==> src/core/mcc_pkg.sv <==
// Package for the machine-check error classifier: register map, field layout, codes.
// Assumes a 32-bit APB register bus with word-aligned registers.
package mcc_pkg;
  // Register byte offsets
  localparam logic [7:0] MCC_OFF_CC_STAT   = 8'h00;
  localparam logic [7:0] MCC_OFF_CPU_BUS_ERROR_STATUS  = 8'h04;
  localparam logic [7:0] MCC_OFF_CPU_BUS_ERROR_ADDRESS  = 8'h08;
  localparam logic [7:0] MCC_OFF_BTAG      = 8'h0c;
  localparam logic [7:0] MCC_OFF_HOST_IRQ_REQUEST      = 8'h10;
  localparam logic [7:0] MCC_OFF_SIOB      = 8'h14;
  localparam logic [7:0] MCC_OFF_MCODE     = 8'h18;
  localparam logic [7:0] MCC_OFF_CLEAR     = 8'h1c;
  localparam logic [7:0] MCC_OFF_LSU_CTL   = 8'h20;
  // Cache controller status fields
  localparam int CC_TAG_ADDR_PAR = 1;
  localparam int CC_TAG_CTL_PAR  = 2;
  localparam int CC_NXM          = 3;
  localparam int CC_DMA          = 4;
  localparam int CC_VICTIM       = 5;
  localparam int CC_CMD_LO       = 6;
  localparam int CC_CMD_HI       = 8;
  // CPU bus status fields
  localparam int BS_HARD         = 1;
  localparam int BS_SOFT         = 2;
  localparam int BS_TAG_PAR      = 3;
  localparam int BS_CYC_LO       = 4;
  localparam int BS_CYC_HI       = 6;
  localparam int BA_ADDR_HI      = 7;
  // Backup tag capture fields
  localparam int BT_HIT          = 0;
  localparam int BT_CTL_PAR      = 1;
  localparam int BT_DIRTY        = 2;
  localparam int BT_SHARED       = 3;
  localparam int BT_VALID        = 4;
  localparam int BT_TAG_LO       = 5;
  localparam int BT_TAG_HI       = 21;
  localparam int BT_DATA_PAR     = 22;
  // Other fields
  localparam int HI_NMI_SERR     = 5;
  localparam int SB_ISA          = 6;
  localparam int SB_PCI          = 7;
  localparam int LSU_SOFT_ACK_EN = 2;
  // Cycle acknowledge codes
  localparam logic [2:0] ACK_HARD_ERROR = 3'h2;
  localparam logic [2:0] ACK_SOFT_ERROR = 3'h3;
  // Machine-check codes
  localparam logic [11:0] MC_NONE       = 12'h000;
  localparam logic [11:0] MC_TAG_APAR   = 12'h20a;
  localparam logic [11:0] MC_CC_TCPAR   = 12'h20b;
  localparam logic [11:0] MC_NXM        = 12'h20c;
  localparam logic [11:0] MC_IOBUS      = 12'h20d;
  localparam logic [11:0] MC_BIU_TPAR   = 12'h080;
  localparam logic [11:0] MC_BIU_TCPAR  = 12'h082;
  localparam logic [11:0] MC_HARD       = 12'h084;
  localparam logic [11:0] MC_ECC_C      = 12'h086;
  localparam logic [11:0] MC_ECC_NC     = 12'h088;
  localparam logic [11:0] MC_UNKNOWN    = 12'h08a;
  localparam logic [11:0] MC_SOFT       = 12'h08c;
  localparam logic [11:0] MC_BUGCHECK   = 12'h08e;
  localparam logic [31:0] MCC_ZERO      = 32'h0000_0000;
  localparam logic [31:0] MCC_CLEAR_KEY = 32'h0000_0001;
  typedef enum logic [1:0] {
    MCC_IDLE   = 2'b00,
    MCC_LOCKED = 2'b01
  } mcc_state_t;
endpackage

==> src/core/mcc_classifier.sv <==
// Machine-check error classifier: captures error sources, picks a code, exposes over APB.
// Assumes error sources are synchronous to pclk and each event is a one-cycle pulse.
//
// Overview of operation
// - Tag control parity: status bit 2, code 20B
// - Status bit 4: DMA one, CPU zero
// - Bits 8:6 hold DMA or CPU command
// - Status bit 5 marks victim write-back
// - Nonexistent address: bit 3, code 20C
// - NMI/SERR sets irq bit 5, code 20D
// - Bridge bit 6 ISA, bit 7 PCI
// - CPU tag address parity: bit 3, code 80
// - CPU tag control parity: code 82
// - Bus status bits 6:4 hold cycle type
// - Error address bits 7:0 captured
// - Tag capture bit 0 is cache hit
// - Bits 1-4: parity, dirty, shared, valid
// - Tag bits 33:17 at 21:5, parity 22
// - Hard-error ack: bit 1, code 84
// - Soft-error ack: bit 2, code 8C
// - Check with no error bit: code 8A
// - Breakpoint in debug mode: code 8E
// - ECC codes 86, 88 never raised
`timescale 1ns/10ps
module mcc_classifier
  import mcc_pkg::*;
(
  // APB clock and reset
  input  wire logic        pclk,
  input  wire logic        presetn,
  // APB slave
  input  wire logic        psel,
  input  wire logic        penable,
  input  wire logic        pwrite,
  input  wire logic [7:0]  paddr,
  input  wire logic [31:0] pwdata,
  output logic             pready,
  output logic             pslverr,
  output logic [31:0]      prdata,
  // Cache controller error events
  input  wire logic        cc_tag_addr_par_err,
  input  wire logic        cc_tag_ctl_par_err,
  input  wire logic        cc_nxm_err,
  input  wire logic        cc_is_dma,
  input  wire logic        cc_victim,
  input  wire logic [2:0]  dma_command_code,
  input  wire logic [2:0]  cpu_request_code,
  // CPU bus interface error events
  input  wire logic        biu_tag_addr_par_err,
  input  wire logic        biu_tag_ctl_par_err,
  input  wire logic        biu_ack_valid,
  input  wire logic [2:0]  cycle_ack_lines,
  input  wire logic [2:0]  cpu_cycle_request_lines,
  input  wire logic [7:0]  biu_phys_addr,
  // Backup tag snapshot
  input  wire logic        btag_hit,
  input  wire logic        tag_ctl_parity,
  input  wire logic        tag_dirty_flag,
  input  wire logic        tag_shared_flag,
  input  wire logic        tag_valid_flag,
  input  wire logic [16:0] btag_addr,
  input  wire logic        btag_data_par,
  // I/O bus and core events
  input  wire logic        io_nmi_serr,
  input  wire logic        io_src_isa,
  input  wire logic        io_src_pci,
  input  wire logic        mchk_request,
  input  wire logic        debug_breakpoint,
  // Classification outputs
  output logic             mchk_valid,
  output logic [11:0]      mchk_code
);
  import mcc_pkg::*;

  // Registers and their next values
  logic [31:0] cache_ctrl_error_status_reg;
  logic [31:0] cache_ctrl_error_status_next;
  logic [31:0] cpu_bus_error_status_reg;
  logic [31:0] cpu_bus_error_status_next;
  logic [31:0] cpu_bus_error_address_reg;
  logic [31:0] cpu_bus_error_address_next;
  logic [31:0] backup_tag_capture_reg;
  logic [31:0] backup_tag_capture_next;
  logic [31:0] host_irq_request_reg;
  logic [31:0] host_irq_request_next;
  logic [31:0] system_io_bridge_reg;
  logic [31:0] system_io_bridge_next;
  logic [31:0] load_store_unit_control_reg;
  logic [31:0] prdata_next;
  logic [11:0] mchk_code_reg;
  logic [11:0] mchk_code_next;
  mcc_state_t  state_reg;
  mcc_state_t  state_next;
  // Bus and event decode
  logic        wr_en;
  logic        rd_en;
  logic        sw_clear;
  logic        hard_ack;
  logic        soft_ack;
  logic        cc_event;
  logic        biu_event;
  logic        any_event;
  logic        err_present;
  logic        capture_open;
  logic        mchk_take;

  // APB decode; writes land in the access phase
  assign wr_en    = psel && penable && pwrite;
  assign rd_en    = psel && !penable && !pwrite;
  assign sw_clear = wr_en && (paddr == MCC_OFF_CLEAR) && (pwdata == MCC_CLEAR_KEY);

  // Acknowledge codes of the failing CPU cycle
  assign hard_ack = biu_ack_valid && (cycle_ack_lines == ACK_HARD_ERROR);
  // Soft-error acks only count when software enabled them
  assign soft_ack = biu_ack_valid && (cycle_ack_lines == ACK_SOFT_ERROR)
                    && load_store_unit_control_reg[LSU_SOFT_ACK_EN];

  // Event grouping
  assign cc_event    = cc_tag_addr_par_err || cc_tag_ctl_par_err || cc_nxm_err;
  assign biu_event   = biu_tag_addr_par_err || biu_tag_ctl_par_err || hard_ack || soft_ack;
  assign any_event   = cc_event || biu_event || io_nmi_serr;
  assign err_present = (cache_ctrl_error_status_reg != MCC_ZERO)
                       || (cpu_bus_error_status_reg != MCC_ZERO)
                       || host_irq_request_reg[HI_NMI_SERR];

  // Capture window: idle, or a clear in the same cycle (set beats clear)
  assign capture_open = (state_reg == MCC_IDLE) || sw_clear;
  // Whatever raises a machine check also closes the window
  assign mchk_take    = capture_open
                        && (any_event || debug_breakpoint || (mchk_request && !err_present));

  // APB: zero wait states
  always_ff @(posedge pclk or negedge presetn) begin
    if (!presetn) begin
      pready <= 1'b0;
    end else begin
      pready <= psel && !penable;
    end
  end

  // No error responses; unmapped words read zero instead
  always_ff @(posedge pclk or negedge presetn) begin
    if (!presetn) begin
      pslverr <= 1'b0;
    end else begin
      pslverr <= 1'b0;
    end
  end

  // Read mux
  always_comb begin
    prdata_next = MCC_ZERO;
    case (paddr)
      MCC_OFF_CC_STAT:  prdata_next = cache_ctrl_error_status_reg;
      MCC_OFF_CPU_BUS_ERROR_STATUS: prdata_next = cpu_bus_error_status_reg;
      MCC_OFF_CPU_BUS_ERROR_ADDRESS: prdata_next = cpu_bus_error_address_reg;
      MCC_OFF_BTAG:     prdata_next = backup_tag_capture_reg;
      MCC_OFF_HOST_IRQ_REQUEST:     prdata_next = host_irq_request_reg;
      MCC_OFF_SIOB:     prdata_next = system_io_bridge_reg;
      MCC_OFF_MCODE:    prdata_next = {20'h0_0000, mchk_code_reg};
      MCC_OFF_LSU_CTL:  prdata_next = load_store_unit_control_reg;
      default:          prdata_next = MCC_ZERO;
    endcase
  end

  // Read data latched in the setup cycle, stands through the access phase
  always_ff @(posedge pclk or negedge presetn) begin
    if (!presetn) begin
      prdata <= MCC_ZERO;
    end else if (rd_en) begin
      prdata <= prdata_next;
    end
  end

  // Soft-ack enable and spare control bits
  always_ff @(posedge pclk or negedge presetn) begin
    if (!presetn) begin
      load_store_unit_control_reg <= MCC_ZERO;
    end else if (wr_en && paddr == MCC_OFF_LSU_CTL) begin
      load_store_unit_control_reg <= pwdata;
    end
  end

  // Lock: first machine check freezes cache, bus and tag context so a later one cannot overwrite it
  always_comb begin
    state_next = state_reg;
    case (state_reg)
      MCC_IDLE: begin
        if (mchk_take) begin
          state_next = MCC_LOCKED;
        end
      end
      MCC_LOCKED: begin
        if (sw_clear && !mchk_take) begin
          state_next = MCC_IDLE;
        end
      end
      default: begin
        state_next = MCC_IDLE;
      end
    endcase
  end

  always_ff @(posedge pclk or negedge presetn) begin
    if (!presetn) begin
      state_reg <= MCC_IDLE;
    end else begin
      state_reg <= state_next;
    end
  end

  // Cache controller status; new event wins over clear
  always_comb begin
    cache_ctrl_error_status_next = cache_ctrl_error_status_reg;
    if (cc_event && capture_open) begin
      cache_ctrl_error_status_next                  = MCC_ZERO;
      cache_ctrl_error_status_next[CC_TAG_ADDR_PAR] = cc_tag_addr_par_err;
      cache_ctrl_error_status_next[CC_TAG_CTL_PAR]  = cc_tag_ctl_par_err;
      cache_ctrl_error_status_next[CC_NXM]          = cc_nxm_err;
      cache_ctrl_error_status_next[CC_DMA]          = cc_is_dma;
      cache_ctrl_error_status_next[CC_VICTIM]       = cc_victim;
      cache_ctrl_error_status_next[CC_CMD_HI:CC_CMD_LO] =
        cc_is_dma ? dma_command_code : cpu_request_code;
    end else if (sw_clear) begin
      cache_ctrl_error_status_next = MCC_ZERO;
    end
  end

  always_ff @(posedge pclk or negedge presetn) begin
    if (!presetn) begin
      cache_ctrl_error_status_reg <= MCC_ZERO;
    end else begin
      cache_ctrl_error_status_reg <= cache_ctrl_error_status_next;
    end
  end

  // CPU bus status: termination and cycle type of the failing cycle
  always_comb begin
    cpu_bus_error_status_next = cpu_bus_error_status_reg;
    if (biu_event && capture_open) begin
      cpu_bus_error_status_next             = MCC_ZERO;
      cpu_bus_error_status_next[BS_HARD]    = hard_ack;
      cpu_bus_error_status_next[BS_SOFT]    = soft_ack;
      cpu_bus_error_status_next[BS_TAG_PAR] = biu_tag_addr_par_err
                                              || biu_tag_ctl_par_err;
      cpu_bus_error_status_next[BS_CYC_HI:BS_CYC_LO] = cpu_cycle_request_lines;
    end else if (sw_clear) begin
      cpu_bus_error_status_next = MCC_ZERO;
    end
  end

  // Error address: low physical address bits of the failing cycle
  always_comb begin
    cpu_bus_error_address_next = cpu_bus_error_address_reg;
    if (biu_event && capture_open) begin
      cpu_bus_error_address_next               = MCC_ZERO;
      cpu_bus_error_address_next[BA_ADDR_HI:0] = biu_phys_addr;
    end else if (sw_clear) begin
      cpu_bus_error_address_next = MCC_ZERO;
    end
  end

  // Tag snapshot; shared flag kept although this system does not use it
  always_comb begin
    backup_tag_capture_next = backup_tag_capture_reg;
    if (biu_event && capture_open) begin
      backup_tag_capture_next                      = MCC_ZERO;
      backup_tag_capture_next[BT_HIT]              = btag_hit;
      backup_tag_capture_next[BT_CTL_PAR]          = tag_ctl_parity;
      backup_tag_capture_next[BT_DIRTY]            = tag_dirty_flag;
      backup_tag_capture_next[BT_SHARED]           = tag_shared_flag;
      backup_tag_capture_next[BT_VALID]            = tag_valid_flag;
      backup_tag_capture_next[BT_TAG_HI:BT_TAG_LO] = btag_addr;
      backup_tag_capture_next[BT_DATA_PAR]         = btag_data_par;
    end else if (sw_clear) begin
      backup_tag_capture_next = MCC_ZERO;
    end
  end

  // CPU bus side registers share one reset and load point
  always_ff @(posedge pclk or negedge presetn) begin
    if (!presetn) begin
      cpu_bus_error_status_reg  <= MCC_ZERO;
      cpu_bus_error_address_reg <= MCC_ZERO;
      backup_tag_capture_reg    <= MCC_ZERO;
    end else begin
      cpu_bus_error_status_reg  <= cpu_bus_error_status_next;
      cpu_bus_error_address_reg <= cpu_bus_error_address_next;
      backup_tag_capture_reg    <= backup_tag_capture_next;
    end
  end

  // Host irq request: sticky, set beats clear
  always_comb begin
    host_irq_request_next = host_irq_request_reg;
    if (sw_clear) begin
      host_irq_request_next = MCC_ZERO;
    end
    if (io_nmi_serr) begin
      host_irq_request_next[HI_NMI_SERR] = 1'b1;
    end
  end

  // Bridge source bits: sticky, set beats clear
  always_comb begin
    system_io_bridge_next = system_io_bridge_reg;
    if (sw_clear) begin
      system_io_bridge_next = MCC_ZERO;
    end
    if (io_nmi_serr) begin
      system_io_bridge_next[SB_ISA] = system_io_bridge_next[SB_ISA] || io_src_isa;
      system_io_bridge_next[SB_PCI] = system_io_bridge_next[SB_PCI] || io_src_pci;
    end
  end

  always_ff @(posedge pclk or negedge presetn) begin
    if (!presetn) begin
      host_irq_request_reg <= MCC_ZERO;
      system_io_bridge_reg <= MCC_ZERO;
    end else begin
      host_irq_request_reg <= host_irq_request_next;
      system_io_bridge_reg <= system_io_bridge_next;
    end
  end

  // Code priority; ECC codes exist only as constants and are never selected
  always_comb begin
    mchk_code_next = MC_UNKNOWN;
    if (debug_breakpoint) begin
      mchk_code_next = MC_BUGCHECK;
    end else if (hard_ack) begin
      mchk_code_next = MC_HARD;
    end else if (soft_ack) begin
      mchk_code_next = MC_SOFT;
    end else if (biu_tag_addr_par_err) begin
      mchk_code_next = MC_BIU_TPAR;
    end else if (biu_tag_ctl_par_err) begin
      mchk_code_next = MC_BIU_TCPAR;
    end else if (cc_tag_addr_par_err) begin
      mchk_code_next = MC_TAG_APAR;
    end else if (cc_tag_ctl_par_err) begin
      mchk_code_next = MC_CC_TCPAR;
    end else if (cc_nxm_err) begin
      mchk_code_next = MC_NXM;
    end else if (io_nmi_serr) begin
      mchk_code_next = MC_IOBUS;
    end
  end

  // Code held until software clears
  always_ff @(posedge pclk or negedge presetn) begin
    if (!presetn) begin
      mchk_code_reg <= MC_NONE;
    end else if (mchk_take) begin
      mchk_code_reg <= mchk_code_next;
    end else if (sw_clear) begin
      mchk_code_reg <= MC_NONE;
    end
  end

  // Valid flag follows the lock so context and code always agree
  always_ff @(posedge pclk or negedge presetn) begin
    if (!presetn) begin
      mchk_valid <= 1'b0;
    end else if (mchk_take) begin
      mchk_valid <= 1'b1;
    end else if (sw_clear) begin
      mchk_valid <= 1'b0;
    end
  end

  assign mchk_code = mchk_code_reg;
endmodule

==> config.mk <==
export PLATFORM = sky130hd
export DESIGN_NAME = mcc_classifier
export DESIGN_NICKNAME = d
export VERILOG_FILES = /design/src/core/mcc_pkg.sv /design/src/core/mcc_classifier.sv
export SDC_FILE = /design/constraint.sdc
export NUM_CORES = 1
export LEC_CHECK = 0
export BUFFER_PORTS_ARGS = -buffer_cell sky130_fd_sc_hd__buf_2
export CAP_MARGIN = 20
export CORE_ASPECT_RATIO = 1.4
export CORE_UTILIZATION = 52
export CTS_CLUSTER_DIAMETER = 50
export DETAILED_ROUTE_END_ITERATION = 10
export PLACE_DENSITY_LB_ADDON = 0.08
export SLEW_MARGIN = 25
export SYNTH_ARGS = -nofsm -noshare
export SYNTH_HDL_FRONTEND = slang
export SYNTH_SLANG_ARGS = --single-unit
==> constraint.sdc <==
create_clock -name pclk -period 2.2 [get_ports pclk]
set_input_delay 0 -clock pclk [delete_from_list [all_inputs] [get_ports pclk]]
set_output_delay 0 -clock pclk [all_outputs]
set_load 0.02 [all_outputs]
==> flow_summary.yaml <==
layout:
  syn_to_final_growth_pct: 45.7
  fin_cells: 841
  fin_nets: 792
  final_cell_mix: "139 x buf_2, 121 x dfrtp_1, 87 x dlygate4sd3_1, 49 x a22o_1, 37 x nand2_1"
  layout_commonest_cell: "buf_2"
  drive_above_1_share_pct: 34.7
  regArea_um2: 3030
  fillerInstances: 671
  multi_input_area_um2: 2150
sta:
  max_freq_mhz: 468
  whs_ns: 0.0151
  hold_violations: 0
  tightest_slew_ns: 0.525
  setup_viol: 0
  rsz0062_at_grt: "no"
  slew_headroom_pct: 64.7
  fin_setup_tns_ns: 0
  slew_violations: 0
  fin_ws_ns: 0.0640
  post-route-period-util_pct: 97.1
  fin_skew_ns: 0.00804
  min_period_ns: 2.14
global_routing:
  grt_pass1_wl_um: 24600
  gr-usage-all-layers_pct: 31.5
  antenna_found_initial: 1
  grt_max_degree: 44
  grt_pass1_vias: 5017
  overflow: 0
logic_synthesis:
  syn_inst: 448
  synth_flop_cell: "dfrtp_1"
  synth_edf_count: 0
  syn_avg_cell_area_um2: 11.8
  synthArstFlopShare_pct: 100
  yosys_warnings: 0
  ys_ff_latch: 121
  synth_area_um2: 5300
  synth_cell_types: 49
  ys_seq_area_share_pct: 57.1
placed_design:
  dp_hpwl_um: 10400
  dp.cells: 715
  io_buffer_count: 140
  place_ws_ns: 0.0407
  place_congestion: 0.921
drt:
  drtIter0Drc: 249
  viasPerCell: 5.77
  vias: 4851
  firstDrtPassIters: 4
  wire_per_inst_um: 18.8
  drc_errors: 0
  wirelength_um: 15800
  ant_nets: 0
cts:
  clock_latency_ns: 0.41
  clock_path_buffers: 2
  clock-sinks: 121
  cts_tree: "built"
  htreeDepth: 4
  root_buffer: "clkbuf_16"
  numCtsBuffers: 17
  path_clk_slew_ns: 0.05
power_and_ir_drop:
  internal_power_w: 0.00419
  ir_drop_v: 0.000589
  p_sw_share_pct: 24.7
  power.static_leakage_nw: 3.74
  share_comb_of_total_power_pct: 11.0
  clock_power_share_pct: 45.6
  powerDensity_nw_per_um2: 721
  power_frac_seq_pct: 43.3
  p_switching_w: 0.00137
die:
  start_util_pct: 53.5
  die_height_um: 121
  core_um2: 9900
  die_x_um: 87.3
  io_pins: 148
  dieArea_um2: 10600
  rows: 43
critical_path:
  startpoint_type: "input port"
  crit_path_end_kind: "register"
  crit_required_ns: 2.49
  arrival_ns: 2.43
  path_class: "in -> reg"
  path_max_fanout: 14
run_status:
  outcome: "complete, no violations"
worst_hold_path:
  hold_path_class: "in -> async"
job:
  maxCapViolCount: 0
## path summary, 6_finish.rpt
| kind | startpoint | endpoint | slack, ns | cells past startpoint |
|---|---|---|---|---|
| setup / recovery | pwdata[11] | backup_tag_capture_reg[15] | 0.06 | 9 |
| min in group pclk | biu_tag_addr_par_err | mchk_code[1] | 0.03 | 3 |
| setup reg to reg | cpu_bus_error_status_reg[3] | mchk_code[1] | 0.44 | 5 |
| max in group asynchronous | presetn | prdata[3] | 1.50 | 3 |
| hold reg to reg | prdata[28] | prdata[28] | 0.46 | 2 |
| hold / removal | presetn | backup_tag_capture_reg[14] | 0.02 | 2 |
## final cells by class
type,instances,area share [%]
Sequential cell,121,39.2
Multi-Input combinational cell,295,27.8
Timing Repair Buffer,251,23.3
Clock buffer,21,6.22
Tap cell,135,2.19
Clock inverter,11,0.924
Inverter,5,0.243
Antenna cell,2,0.0648
## synthesized netlist by cell type (all sizes together), types with 3 or more instances
master / instances / area, um^2
nor2: 29 / 109
a21oi: 10 / 53.8
nand3: 13 / 65.1
o21ai: 12 / 60.1
buf: 20 / 131
nor4: 14 / 87.6
a32o: 3 / 30.0
nor2b: 3 / 18.8
clkbuf: 13 / 48.8
nand4: 4 / 25.0
inv: 5 / 18.8
nor3: 4 / 30.0
or3: 4 / 25.0
mux2: 35 / 394
a22oi: 12 / 90.1
a22o: 49 / 429
a31oi: 4 / 25.0
dfrtp: 121 / 3030
nand2: 37 / 139
a221oi: 12 / 105
mux2i: 8 / 80.1
and3: 3 / 18.8
o2bb2ai: 7 / 61.3
## metrics by stage
step	area (um^2)	total power, W	util, %
floorplan	5320	0.00266	-
global placement	6190	0.00291	62.5
detailed placement	6190	0.00292	62.5
CTS	7610	0.00557	76.9
global route	7720	0.00575	78.0
finish	7720	0.00556	78.0
## power by group through the flow
stage / sequential (W) / clock, W / combinational, W
final: 0.00241 / 0.00254 / 0.000614
after global routing: 0.00242 / 0.00266 / 0.000667
after CTS: 0.00241 / 0.00256 / 0.000602
after detailed placement: 0.00245 / 0 / 0.000478
after global placement: 0.00244 / 0 / 0.000468
after floorplan: 0.00248 / 0 / 0.000186
## what timing repair did
action                     in CTS  in global routing
hold endpoints to repair      205                  0
resized for setup               0                  9
buffers inserted                0                  3
hold buffers                   87                  0
setup endpoints to repair       0                 40
## cell families after synthesis
group,Yosys count,share of synthesized area [%]
simple gates,122,11.4
flops,121,57.1
compound gates,123,18.7
mux,43,8.95
buf+inv,38,3.75
other cells,1,0.0708
## routing by layer
layer  GRT usage [%]  share of wire, %  up-vias
li1                -                 -     2175
met1            35.3                38     2427
met2            53.1                52      194
met3            7.82               4.9       55
met4            19.2               4.9        0
met5               0                 0        -
## worst max-delay path: stages
cell           delay, ns
dlygate4sd3_1       0.57
buf_2               0.15
nor4_4              0.27
buf_4               0.16
nand3_2             0.13
or4_4               0.52
a21boi_4            0.19
clkbuf_16           0.19
a22o_1              0.24
(Power assumes the default switching activity.)
